--- config.mk ---
export PLATFORM = sky130hd
export DESIGN_NAME = gotc_top
export DESIGN_NICKNAME = d
export VERILOG_FILES = /design/src/hdl/gotc_top.v /design/src/hdl/gotc_sync.v /design/src/hdl/gotc_dac_code.v
export VERILOG_INCLUDE_DIRS = /design/src /design/src/hdl
export SDC_FILE = /design/constraint.sdc
export NUM_CORES = 1
export LEC_CHECK = 0
export ABC_CLOCK_PERIOD_IN_PS = 15100
export CORE_ASPECT_RATIO = 0.7
export CORE_UTILIZATION = 40
export DETAILED_ROUTE_END_ITERATION = 8
export DONT_BUFFER_PORTS = 1
export PLACE_DENSITY = 0.58
export SETUP_SLACK_MARGIN = 0.5
export SLEW_MARGIN = 20
export SYNTH_ARGS = -nofsm -noshare
export SYNTH_HDL_FRONTEND = slang
export SYNTH_SLANG_ARGS = --single-unit
--- constraint.sdc ---
create_clock -name clock -period 15.1 [get_ports clock]
set_clock_uncertainty 0.1 [all_clocks]
set_input_delay 3.02 -clock clock [delete_from_list [all_inputs] [get_ports clock]]
set_output_delay 3.02 -clock clock [all_outputs]
set_load 0.05 [all_outputs]
--- src/hdl/gotc_defines.vh ---
`ifndef GOTC_DEFINES_VH
`define GOTC_DEFINES_VH
// Register addresses.
`define GOTC_ADDR_GAIN_CONTROL 8'h01
`define GOTC_ADDR_I_OFFSET 8'h02
`define GOTC_ADDR_Q_OFFSET 8'h03
`define GOTC_ADDR_GAIN_RATIO 8'h04
`define GOTC_ADDR_FINE_GAIN 8'h07
`define GOTC_ADDR_MODE 8'h08
`define GOTC_ADDR_TEMP_READ 8'h1f
// Reset values.
`define GOTC_RST_GAIN_CONTROL 8'h84
`define GOTC_RST_OFFSET 8'h80
`define GOTC_RST_GAIN_RATIO 8'h80
`define GOTC_RST_FINE_GAIN 8'h06
`define GOTC_RST_MODE 8'h00
`define GOTC_RST_TEMP 4'h7
// Field positions.
`define GOTC_BIT_UPDATE_SELECT 7
`define GOTC_BIT_ANALOG_GAIN 6
`define GOTC_BIT_Q_OFF 5
`define GOTC_BIT_TEMP_CORR 2
`define GOTC_BIT_SOFT_RESET 3
// Converter code limits.
`define GOTC_DAC_MIN 11'h040
`define GOTC_DAC_MAX 11'h7ff
`define GOTC_DAC_OFF 11'h000
`define GOTC_OFFSET_ZERO 8'h80
// Soft reset pulse: 50 ns, at least one 100 ns clock.
`define GOTC_SRST_NS 50
`define GOTC_CLK_NS 100
`define GOTC_SRST_CYCLES ((`GOTC_SRST_NS + `GOTC_CLK_NS - 1) / `GOTC_CLK_NS)
`endif

--- src/hdl/gotc_top.v ---
`timescale 1ns/10ps
`default_nettype none
`include "gotc_defines.vh"
// How it works
// - Four 11-bit trim converter codes, one per baseband input pin.
// - Codes span 64 to 2047; code 0 shuts that converter down.
// - Coarse gain from five low bits of gain register selects hardwired code.
// - Coarse gain in dB is minus the field value, held at -19 for field values above 19.
// - Sixteen 0.1 dB fine steps from fine register when correction bit clear.
// - At gain ratio 128, neighbouring fine steps stay at least two codes apart at every coarse code.
// - With correction on, fine selection comes from the thermometer code.
// - Thermometer code is four bits, minus 30 to 120 C in 10 C steps.
// - Update-select clear: thermometer code follows threshold crossings directly.
// - Update-select set: code and compensation change only on strobe rising edge.
// - Readback register returns the four-bit thermometer code.
// - After enable rises with update-select set, readback holds 7 until strobed.
// - On update-select 0 to 1, readback shows last strobe capture.
// - Readback is not live under correction or unstrobed strobe mode.
// - Analog gain enable bit drives the analog control output.
// - Offset registers are 8 bits, reset 128, meaning zero offset.
// - Offset splits positive and negative converter codes of a channel.
// - Q-off bit switches off the Q converters; default on.
// - Soft reset bit restores defaults and clears itself after one clock.
// - Gain ratio 128 gives equal I and Q gain; above favours I.
module gotc_top (
  // Clock and reset.
  input wire clock,
  input wire rst,
  // Chip enable pin, acts as power-up reset.
  input wire enable_pin,
  // Register port.
  input wire reg_write,
  input wire [7:0] reg_addr,
  input wire [7:0] reg_wdata,
  output reg [7:0] reg_rdata,
  // Thermometer and strobe.
  input wire [3:0] thermo_live_code,
  input wire thermo_update_strobe,
  // Analog control.
  output reg analog_gain_on,
  // Converter codes.
  output reg [10:0] i_positive_input,
  output reg [10:0] i_negative_input,
  output reg [10:0] q_positive_input,
  output reg [10:0] q_negative_input
);
  reg [7:0] gain_control;
  reg [7:0] i_offset_trim;
  reg [7:0] q_offset_trim;
  reg [7:0] gain_ratio;
  reg [7:0] fine_gain_trim;
  reg [7:0] mode_control;
  reg [3:0] thermo_code;
  reg [3:0] strobe_capture;
  reg strobe_prev;
  reg en_prev;
  reg [1:0] srst_count;
  reg [3:0] thermo_prev_s;
  reg [3:0] thermo_stable;
  reg [3:0] temp_readback;
  localparam [31:0] SRST_FULL = `GOTC_SRST_CYCLES;
  wire strobe_sync;
  wire en_sync;
  wire [3:0] thermo_s;
  wire update_select;
  wire temp_correction_on;
  wire strobe_rise;
  wire enable_rise;
  wire [3:0] fine_gain_code;
  wire [10:0] next_ip;
  wire [10:0] next_im;
  wire [10:0] next_qp;
  wire [10:0] next_qm;
  reg [7:0] next_rdata;

  assign update_select = gain_control[`GOTC_BIT_UPDATE_SELECT];
  assign temp_correction_on = mode_control[`GOTC_BIT_TEMP_CORR];

  // The strobe, enable and thermometer pins each pass two flip-flops before use; the register port does not.
  gotc_sync u_sync_strobe (
    .clock(clock),
    .rst(rst),
    .din(thermo_update_strobe),
    .dout(strobe_sync)
  );
  gotc_sync u_sync_en (
    .clock(clock),
    .rst(rst),
    .din(enable_pin),
    .dout(en_sync)
  );
  // Thermometer bits settle per bit; a bit may skew by a cycle across a threshold, so a torn word is filtered out below.
  genvar g;
  generate
    for (g = 0; g < 4; g = g + 1) begin : g_thermo_sync
      gotc_sync u_sync_t (
        .clock(clock),
        .rst(rst),
        .din(thermo_live_code[g]),
        .dout(thermo_s[g])
      );
    end
  endgenerate

  assign strobe_rise = strobe_sync & ~strobe_prev;
  assign enable_rise = en_sync & ~en_prev;

  // Registers, with soft reset and enable acting as reset.
  always @(posedge clock or posedge rst) begin
    if (rst) begin
      gain_control <= `GOTC_RST_GAIN_CONTROL;
      i_offset_trim <= `GOTC_RST_OFFSET;
      q_offset_trim <= `GOTC_RST_OFFSET;
      gain_ratio <= `GOTC_RST_GAIN_RATIO;
      fine_gain_trim <= `GOTC_RST_FINE_GAIN;
      mode_control <= `GOTC_RST_MODE;
      srst_count <= 2'h0;
    end else if (srst_count != 2'h0) begin
      // Hold defaults while the self-clearing reset bit is high.
      gain_control <= `GOTC_RST_GAIN_CONTROL;
      i_offset_trim <= `GOTC_RST_OFFSET;
      q_offset_trim <= `GOTC_RST_OFFSET;
      gain_ratio <= `GOTC_RST_GAIN_RATIO;
      fine_gain_trim <= `GOTC_RST_FINE_GAIN;
      mode_control <= `GOTC_RST_MODE;
      srst_count <= srst_count - 2'h1;
    end else if (!en_sync) begin
      // Disabled chip sits at defaults and ignores writes.
      gain_control <= `GOTC_RST_GAIN_CONTROL;
      i_offset_trim <= `GOTC_RST_OFFSET;
      q_offset_trim <= `GOTC_RST_OFFSET;
      gain_ratio <= `GOTC_RST_GAIN_RATIO;
      fine_gain_trim <= `GOTC_RST_FINE_GAIN;
      mode_control <= `GOTC_RST_MODE;
    end else if (reg_write) begin
      case (reg_addr)
        `GOTC_ADDR_GAIN_CONTROL: gain_control <= reg_wdata;
        `GOTC_ADDR_I_OFFSET: i_offset_trim <= reg_wdata;
        `GOTC_ADDR_Q_OFFSET: q_offset_trim <= reg_wdata;
        `GOTC_ADDR_GAIN_RATIO: gain_ratio <= reg_wdata;
        `GOTC_ADDR_FINE_GAIN: fine_gain_trim <= reg_wdata;
        `GOTC_ADDR_MODE: begin
          mode_control <= reg_wdata;
          if (reg_wdata[`GOTC_BIT_SOFT_RESET]) begin
            srst_count <= SRST_FULL[1:0];
          end
        end
        default: begin
        end
      endcase
    end
  end

  // Thermometer code used by the gain path and the strobe capture.
  always @(posedge clock or posedge rst) begin
    if (rst) begin
      thermo_code <= `GOTC_RST_TEMP;
      strobe_capture <= `GOTC_RST_TEMP;
      temp_readback <= `GOTC_RST_TEMP;
      thermo_prev_s <= 4'h0;
      thermo_stable <= 4'h0;
      strobe_prev <= 1'b0;
      en_prev <= 1'b0;
    end else begin
      strobe_prev <= strobe_sync;
      en_prev <= en_sync;
      thermo_prev_s <= thermo_s;
      // Bits are synchronised one by one, so a word in mid-change can be torn for a cycle.
      // Only a code seen twice in a row is taken, at the cost of one more cycle of lag.
      if (thermo_s == thermo_prev_s) begin
        thermo_stable <= thermo_s;
      end
      if (strobe_rise) begin
        strobe_capture <= thermo_stable;
      end
      if (enable_rise && update_select) begin
        thermo_code <= `GOTC_RST_TEMP;
        strobe_capture <= `GOTC_RST_TEMP;
      end else if (!update_select) begin
        thermo_code <= thermo_stable;
      end else if (strobe_rise) begin
        thermo_code <= thermo_stable;
      end else if (update_select && thermo_code != strobe_capture && !strobe_rise && en_prev && !enable_rise) begin
        // On a 0 to 1 switch, show the last strobe capture.
        thermo_code <= strobe_capture;
      end
      // Readback freezes while correction runs, so it never shows the live code then.
      if (!temp_correction_on) begin
        temp_readback <= thermo_code;
      end
    end
  end

  // Fine selection source; thermometer replaces the field under correction.
  assign fine_gain_code = temp_correction_on ? thermo_code : fine_gain_trim[3:0];

  gotc_dac_code u_i_code (
    .coarse_gain_code(gain_control[4:0]),
    .fine_gain_code(fine_gain_code),
    .offset_trim_value(i_offset_trim),
    .gain_ratio_value(gain_ratio),
    .is_i_channel(1'b1),
    .channel_off(~en_sync),
    .pos_code(next_ip),
    .neg_code(next_im)
  );
  gotc_dac_code u_q_code (
    .coarse_gain_code(gain_control[4:0]),
    .fine_gain_code(fine_gain_code),
    .offset_trim_value(q_offset_trim),
    .gain_ratio_value(gain_ratio),
    .is_i_channel(1'b0),
    .channel_off(~en_sync | gain_control[`GOTC_BIT_Q_OFF]),
    .pos_code(next_qp),
    .neg_code(next_qm)
  );

  // Readback mux; unmapped addresses read zero.
  always @* begin
    next_rdata = 8'h00;
    case (reg_addr)
      `GOTC_ADDR_GAIN_CONTROL: next_rdata = gain_control;
      `GOTC_ADDR_I_OFFSET: next_rdata = i_offset_trim;
      `GOTC_ADDR_Q_OFFSET: next_rdata = q_offset_trim;
      `GOTC_ADDR_GAIN_RATIO: next_rdata = gain_ratio;
      `GOTC_ADDR_FINE_GAIN: next_rdata = fine_gain_trim;
      `GOTC_ADDR_MODE: next_rdata = {4'h0, (srst_count != 2'h0), mode_control[2:0]};
      `GOTC_ADDR_TEMP_READ: next_rdata = {4'h0, temp_readback};
      default: next_rdata = 8'h00;
    endcase
  end

  // Outputs registered so downstream converters never see glitching codes.
  always @(posedge clock or posedge rst) begin
    if (rst) begin
      reg_rdata <= 8'h00;
      analog_gain_on <= 1'b0;
      i_positive_input <= `GOTC_DAC_OFF;
      i_negative_input <= `GOTC_DAC_OFF;
      q_positive_input <= `GOTC_DAC_OFF;
      q_negative_input <= `GOTC_DAC_OFF;
    end else begin
      reg_rdata <= next_rdata;
      analog_gain_on <= gain_control[`GOTC_BIT_ANALOG_GAIN];
      i_positive_input <= next_ip;
      i_negative_input <= next_im;
      q_positive_input <= next_qp;
      q_negative_input <= next_qm;
    end
  end
endmodule // gotc_top
`default_nettype wire

--- src/hdl/gotc_sync.v ---
`timescale 1ns/10ps
`default_nettype none
module gotc_sync (
  // Clock and reset.
  input wire clock,
  input wire rst,
  // Data.
  input wire din,
  output reg dout
);
  reg stage1;
  always @(posedge clock or posedge rst) begin
    if (rst) begin
      stage1 <= 1'b0;
      dout <= 1'b0;
    end else begin
      stage1 <= din;
      dout <= stage1;
    end
  end
endmodule // gotc_sync
`default_nettype wire

--- src/hdl/gotc_dac_code.v ---
`timescale 1ns/10ps
`default_nettype none
`include "gotc_defines.vh"
module gotc_dac_code (
  // Gain inputs.
  input wire [4:0] coarse_gain_code,
  input wire [3:0] fine_gain_code,
  // Channel trims.
  input wire [7:0] offset_trim_value,
  input wire [7:0] gain_ratio_value,
  input wire is_i_channel,
  input wire channel_off,
  // Codes.
  output reg [10:0] pos_code,
  output reg [10:0] neg_code
);
  reg [10:0] base;
  reg [21:0] scaled;
  reg [21:0] ratioed;
  reg signed [12:0] off;
  reg signed [13:0] p;
  reg signed [13:0] n;
  // The base is 2047 * 10^(-dB/20) to within two codes; the hardwired coarse table.
  always @* begin
    base = 11'h000;
    case (coarse_gain_code)
      5'h00: base = 11'h7ff;
      5'h01: base = 11'h720;
      5'h02: base = 11'h65a;
      5'h03: base = 11'h5a9;
      5'h04: base = 11'h50c;
      5'h05: base = 11'h480;
      5'h06: base = 11'h402;
      5'h07: base = 11'h393;
      5'h08: base = 11'h32f;
      5'h09: base = 11'h2d6;
      5'h0a: base = 11'h287;
      5'h0b: base = 11'h241;
      5'h0c: base = 11'h202;
      5'h0d: base = 11'h1ca;
      5'h0e: base = 11'h199;
      5'h0f: base = 11'h16c;
      5'h10: base = 11'h144;
      5'h11: base = 11'h120;
      5'h12: base = 11'h101;
      5'h13: base = 11'h0e5;
      default: base = 11'h0e5;
    endcase
    // Each fine step trims about 0.1 dB, 1.15 percent, or 3/256.
    // Even the smallest base keeps neighbouring steps at least two codes apart here.
    scaled = {11'h000, base} * (22'h000100 - {18'h00000, fine_gain_code} * 22'h000003);
    ratioed = {11'h000, scaled[18:8]} * {14'h0000, (is_i_channel ? gain_ratio_value : 8'h80)};
    off = $signed({5'h00, offset_trim_value}) - $signed({5'h00, `GOTC_OFFSET_ZERO});
    // A ratio above 128 can lift the product past full scale, so keep the top bit for the clamp.
    p = $signed({2'h0, ratioed[18:7]}) + off;
    n = $signed({2'h0, ratioed[18:7]}) - off;
    // Shutdown code 0, otherwise clamp into 64..2047.
    if (channel_off) begin
      pos_code = `GOTC_DAC_OFF;
      neg_code = `GOTC_DAC_OFF;
    end else begin
      pos_code = (p < 14'sd64) ? `GOTC_DAC_MIN : (p > 14'sd2047) ? `GOTC_DAC_MAX : p[10:0];
      neg_code = (n < 14'sd64) ? `GOTC_DAC_MIN : (n > 14'sd2047) ? `GOTC_DAC_MAX : n[10:0];
    end
  end
endmodule // gotc_dac_code
`default_nettype wire

==> flow_metrics.env <==
export IMPL_status="finished clean"
export IMPL_cp_endpoint="i_positive_input[2]"
export IMPL_synth_top_area_share_pct=20.5
export IMPL_reg2regPathDepth=50
export IMPL_htreeDepth=4
export IMPL_ys_top_cells_by_area="fa_1 (21%), dfrtp_1 (17%), ha_1 (15%), inv_1 (6.3%), nand2_1 (3.2%)"
export IMPL_yosysMostFrequentCell="inv_1"
export IMPL_final_nets=2210
export IMPL_viasPerCell=5.37
export IMPL_final_setup_worst_slack_ns=1.27
export IMPL_synth_area_sq_mm=0.0167
export IMPL_ios=78
export IMPL_cts_buffer_depth=2
export IMPL_maxCapViolCount=0
export IMPL_critical_path_max_stage_delay_ns=0.54
export IMPL_setup_violations=0
export IMPL_clk_pin_slew_worst_paths_ns=0.06
export IMPL_coreArea_sq_mm=0.0410
export IMPL_drv_slew=0
export IMPL_fp_dieH_um=173
export IMPL_crit_path_top_delay_cell="fa_1"
export IMPL_cts_sinks=132
export IMPL_dp_cells=2334
export IMPL_wl_um=45000
export IMPL_grt_max_degree=72
export IMPL_tns_ns=0
export IMPL_r2r_end="i_positive_input[2]"
export IMPL_critical_path_required_ns=15.28
export IMPL_clk_latency_ns=0.42
export IMPL_ys_seq_elements=132
export IMPL_grt_ovfl_total=0
export IMPL_cts_root_buf="clkbuf_16"
export IMPL_relSlewSlack_pct=19.7
export IMPL_start_util_pct=40.6
export IMPL_syn_inst=1837
export IMPL_fmax_mhz=72.3
export IMPL_yosysSeqAreaShare_pct=19.9
export IMPL_startpoint_type="flip-flop"
export IMPL_ys_flop_type="dfrtp_1"
export IMPL_yosys_area_top_type="fa_1"
export IMPL_final_cells=2367
export IMPL_vias=12707
export IMPL_power_density_mw_per_mm2=63.4
export IMPL_ys_async_sr_fraction_pct=100
export IMPL_gp_congestion=0.959
export IMPL_rsz0062_at_grt="false"
export IMPL_areaGrowthSynthToFinish_pct=7.37
export IMPL_first_pass_iters=5
export IMPL_cp_max_fo=15
export IMPL_cp_arrival_ns=14.01
export IMPL_fin_crit_sh_pct=91.6
export IMPL_cts_tree="built"
export IMPL_drt_iter0_drc=892
export IMPL_timing_rr_start="mode_control[2]"
export IMPL_die_x_um=246
export IMPL_irDropWorstVdd_v=0.0000754
export IMPL_r2r_setup_slack_ns=1.27
export IMPL_antenna_cells=0
export IMPL_grt_antenna_before_repair=0
export IMPL_synth_cells_most_frequent="inv_1 (281), ha_1 (204), fa_1 (171)"
export IMPL_synth_edf_count=0
export IMPL_cp_common_cell="fa_1"
export IMPL_path_class="reg2reg"
export IMPL_wl_per_cell_um=19.0
export IMPL_avgSynthCellArea_sq_um=9.07
export IMPL_fillers=3958
export IMPL_crit_start="mode_control[2]"
export IMPL_synth_cell_type_count=85
export IMPL_hold_viol_final=0
export IMPL_grt_pass1_wl_um=72500
export IMPL_period_minus_slack_ns=13.83
export IMPL_antenna_left=0
export IMPL_leakagePower_nw=9.02
export IMPL_std_cell_rows=62
export IMPL_hold_class="reg2reg"
export IMPL_syn_nets=2237
export IMPL_synth_warnings=0
export IMPL_grt_usage_pct=21.8
export IMPL_drive_gt1_share_pct=6.80
export IMPL_drc=0
export IMPL_crit_family="adder cells"
export IMPL_worst_pin_slew_ns=1.20
export IMPL_die_area_sq_mm=0.0425
export IMPL_grt_pass1_vias=12614
export IMPL_crit_path_end_kind="flip-flop"
export IMPL_place_port_buffers=0
export IMPL_dp_hpwl_um=37700
export IMPL_cp_num_cells=50
export IMPL_worst_path_buf_inv=8
export IMPL_place_worst_setup_slack_ns=0.684
export IMPL_cts_buffers=17
cell type report:
| class | instances | area, sq um | area share [%] |
|---|---|---|---|
| Clock inverter | 13 | 146 | 0.818 |
| Multi-Input combinational cell | 1370 | 12200 | 68.0 |
| Inverter | 282 | 1060 | 5.94 |
| Timing Repair Buffer | 7 | 52.6 | 0.294 |
| Clock buffer | 19 | 453 | 2.53 |
| Tap cell | 544 | 681 | 3.80 |
| Sequential cell | 132 | 3320 | 18.6 |
power by group:
group / total [mW] / switching, mW / leakage, nW / internal [mW]
Clock: 0.415 / 0.162 / 0.284 / 0.254
Sequential: 0.469 / 0.0786 / 1.69 / 0.390
Combinational: 0.250 / 0.151 / 7.05 / 0.0992
Total: 1.13 / 0.391 / 9.02 / 0.743
cell families (layout without fill, tap and decap cells):
group | after synthesis | after routing | share of synthesized area [%]
multiplexers | 47 | 47 | 2.98
AO/OA/AOI/OAI | 314 | 314 | 12.6
AND/OR/NAND/NOR | 539 | 539 | 15.9
buffers and inverters | 335 | 321 | 7.59
XOR/XNOR | 95 | 95 | 5.17
adder cells (fa/ha/maj) | 375 | 375 | 35.9
flip-flops | 132 | 132 | 19.9
state kept, by name, indices dropped and copies added, names as in the netlist, 2 cells and up:
register,cells
q_negative_input,11
g_thermo_sync.u_sync_t.dout,4
i_offset_trim,8
thermo_stable,4
q_positive_input,11
gain_ratio,8
gain_control,8
g_thermo_sync.u_sync_t.stage1,4
strobe_capture,4
mode_control,3
thermo_code,4
thermo_prev_s,4
q_offset_trim,8
temp_readback,4
i_positive_input,11
fine_gain_trim,8
i_negative_input,11
reg_rdata,8
srst_count,2
what timing repair did:
action,in CTS,in global routing
endpoints found under the setup margin,0,22
resized for setup,0,17
setup buffers,0,1
hold buffers,0,0
worst min path at each step:
stage                                      from                        endpoint  slack [ns]  cells past startpoint
2_1_floorplan  g_thermo_sync[0].u_sync_t.stage1  g_thermo_sync[0].u_sync_t.dout        0.23                      0
3_3_place_gp   g_thermo_sync[3].u_sync_t.stage1  g_thermo_sync[3].u_sync_t.dout        0.23                      0
3_5_place_dp   g_thermo_sync[1].u_sync_t.stage1  g_thermo_sync[1].u_sync_t.dout        0.23                      0
4_1_cts        g_thermo_sync[3].u_sync_t.stage1  g_thermo_sync[3].u_sync_t.dout        0.25                      0
5_1_grt        g_thermo_sync[3].u_sync_t.stage1  g_thermo_sync[3].u_sync_t.dout        0.25                      0
6_report       g_thermo_sync[3].u_sync_t.stage1  g_thermo_sync[3].u_sync_t.dout        0.25                      0
metal layers:
metal,vias up,track usage (%),routed length [um]
met4,0,2.61,269
li1,6008,-,-
met1,6348,34.8,23100
met5,-,0,0
met3,24,4.42,2950
met2,327,30.7,18700
through the flow:
stage	instance area (sq um)	utilization, %	hold WS, ns	total power, mW
after floorplan	16700	-	0.231	0.657
after global placement	17200	41.9	0.233	0.720
after detailed placement	17200	41.9	0.235	0.723
after CTS	17800	43.4	0.246	1.14
after global routing	17900	43.6	0.248	1.19
final	17900	43.6	0.246	1.13
cells in the final DEF, fill, tap and decap left out, types with 5 or more instances in the layout:
| master | count |
|---|---|
| o21ai_1 | 6 |
| o21bai_1 | 10 |
| a221o_1 | 5 |
| o21ba_2 | 5 |
| mux2i_1 | 33 |
| dfrtp_1 | 115 |
| nor4_1 | 9 |
| nand4_1 | 6 |
| fa_1 | 171 |
| or3_1 | 12 |
| nor2b_1 | 17 |
| xnor2_1 | 56 |
| dfstp_2 | 16 |
| and2_1 | 74 |
| nor3_1 | 24 |
| nand3_1 | 44 |
| ha_1 | 203 |
| xor2_1 | 31 |
| a211oi_1 | 6 |
| o31ai_1 | 10 |
| a21o_1 | 23 |
| clkbuf_16 | 17 |
| a21oi_1 | 101 |
| nand2_1 | 143 |
| or2_2 | 12 |
| a31oi_1 | 12 |
| nand2b_1 | 28 |
| buf_4 | 7 |
| and3_1 | 7 |
| o22ai_1 | 8 |
| mux2_2 | 11 |
| a22oi_1 | 15 |
| inv_1 | 280 |
| o21ai_0 | 49 |
| nor2_1 | 136 |
| o21a_1 | 12 |
(Power assumes the default switching activity.)
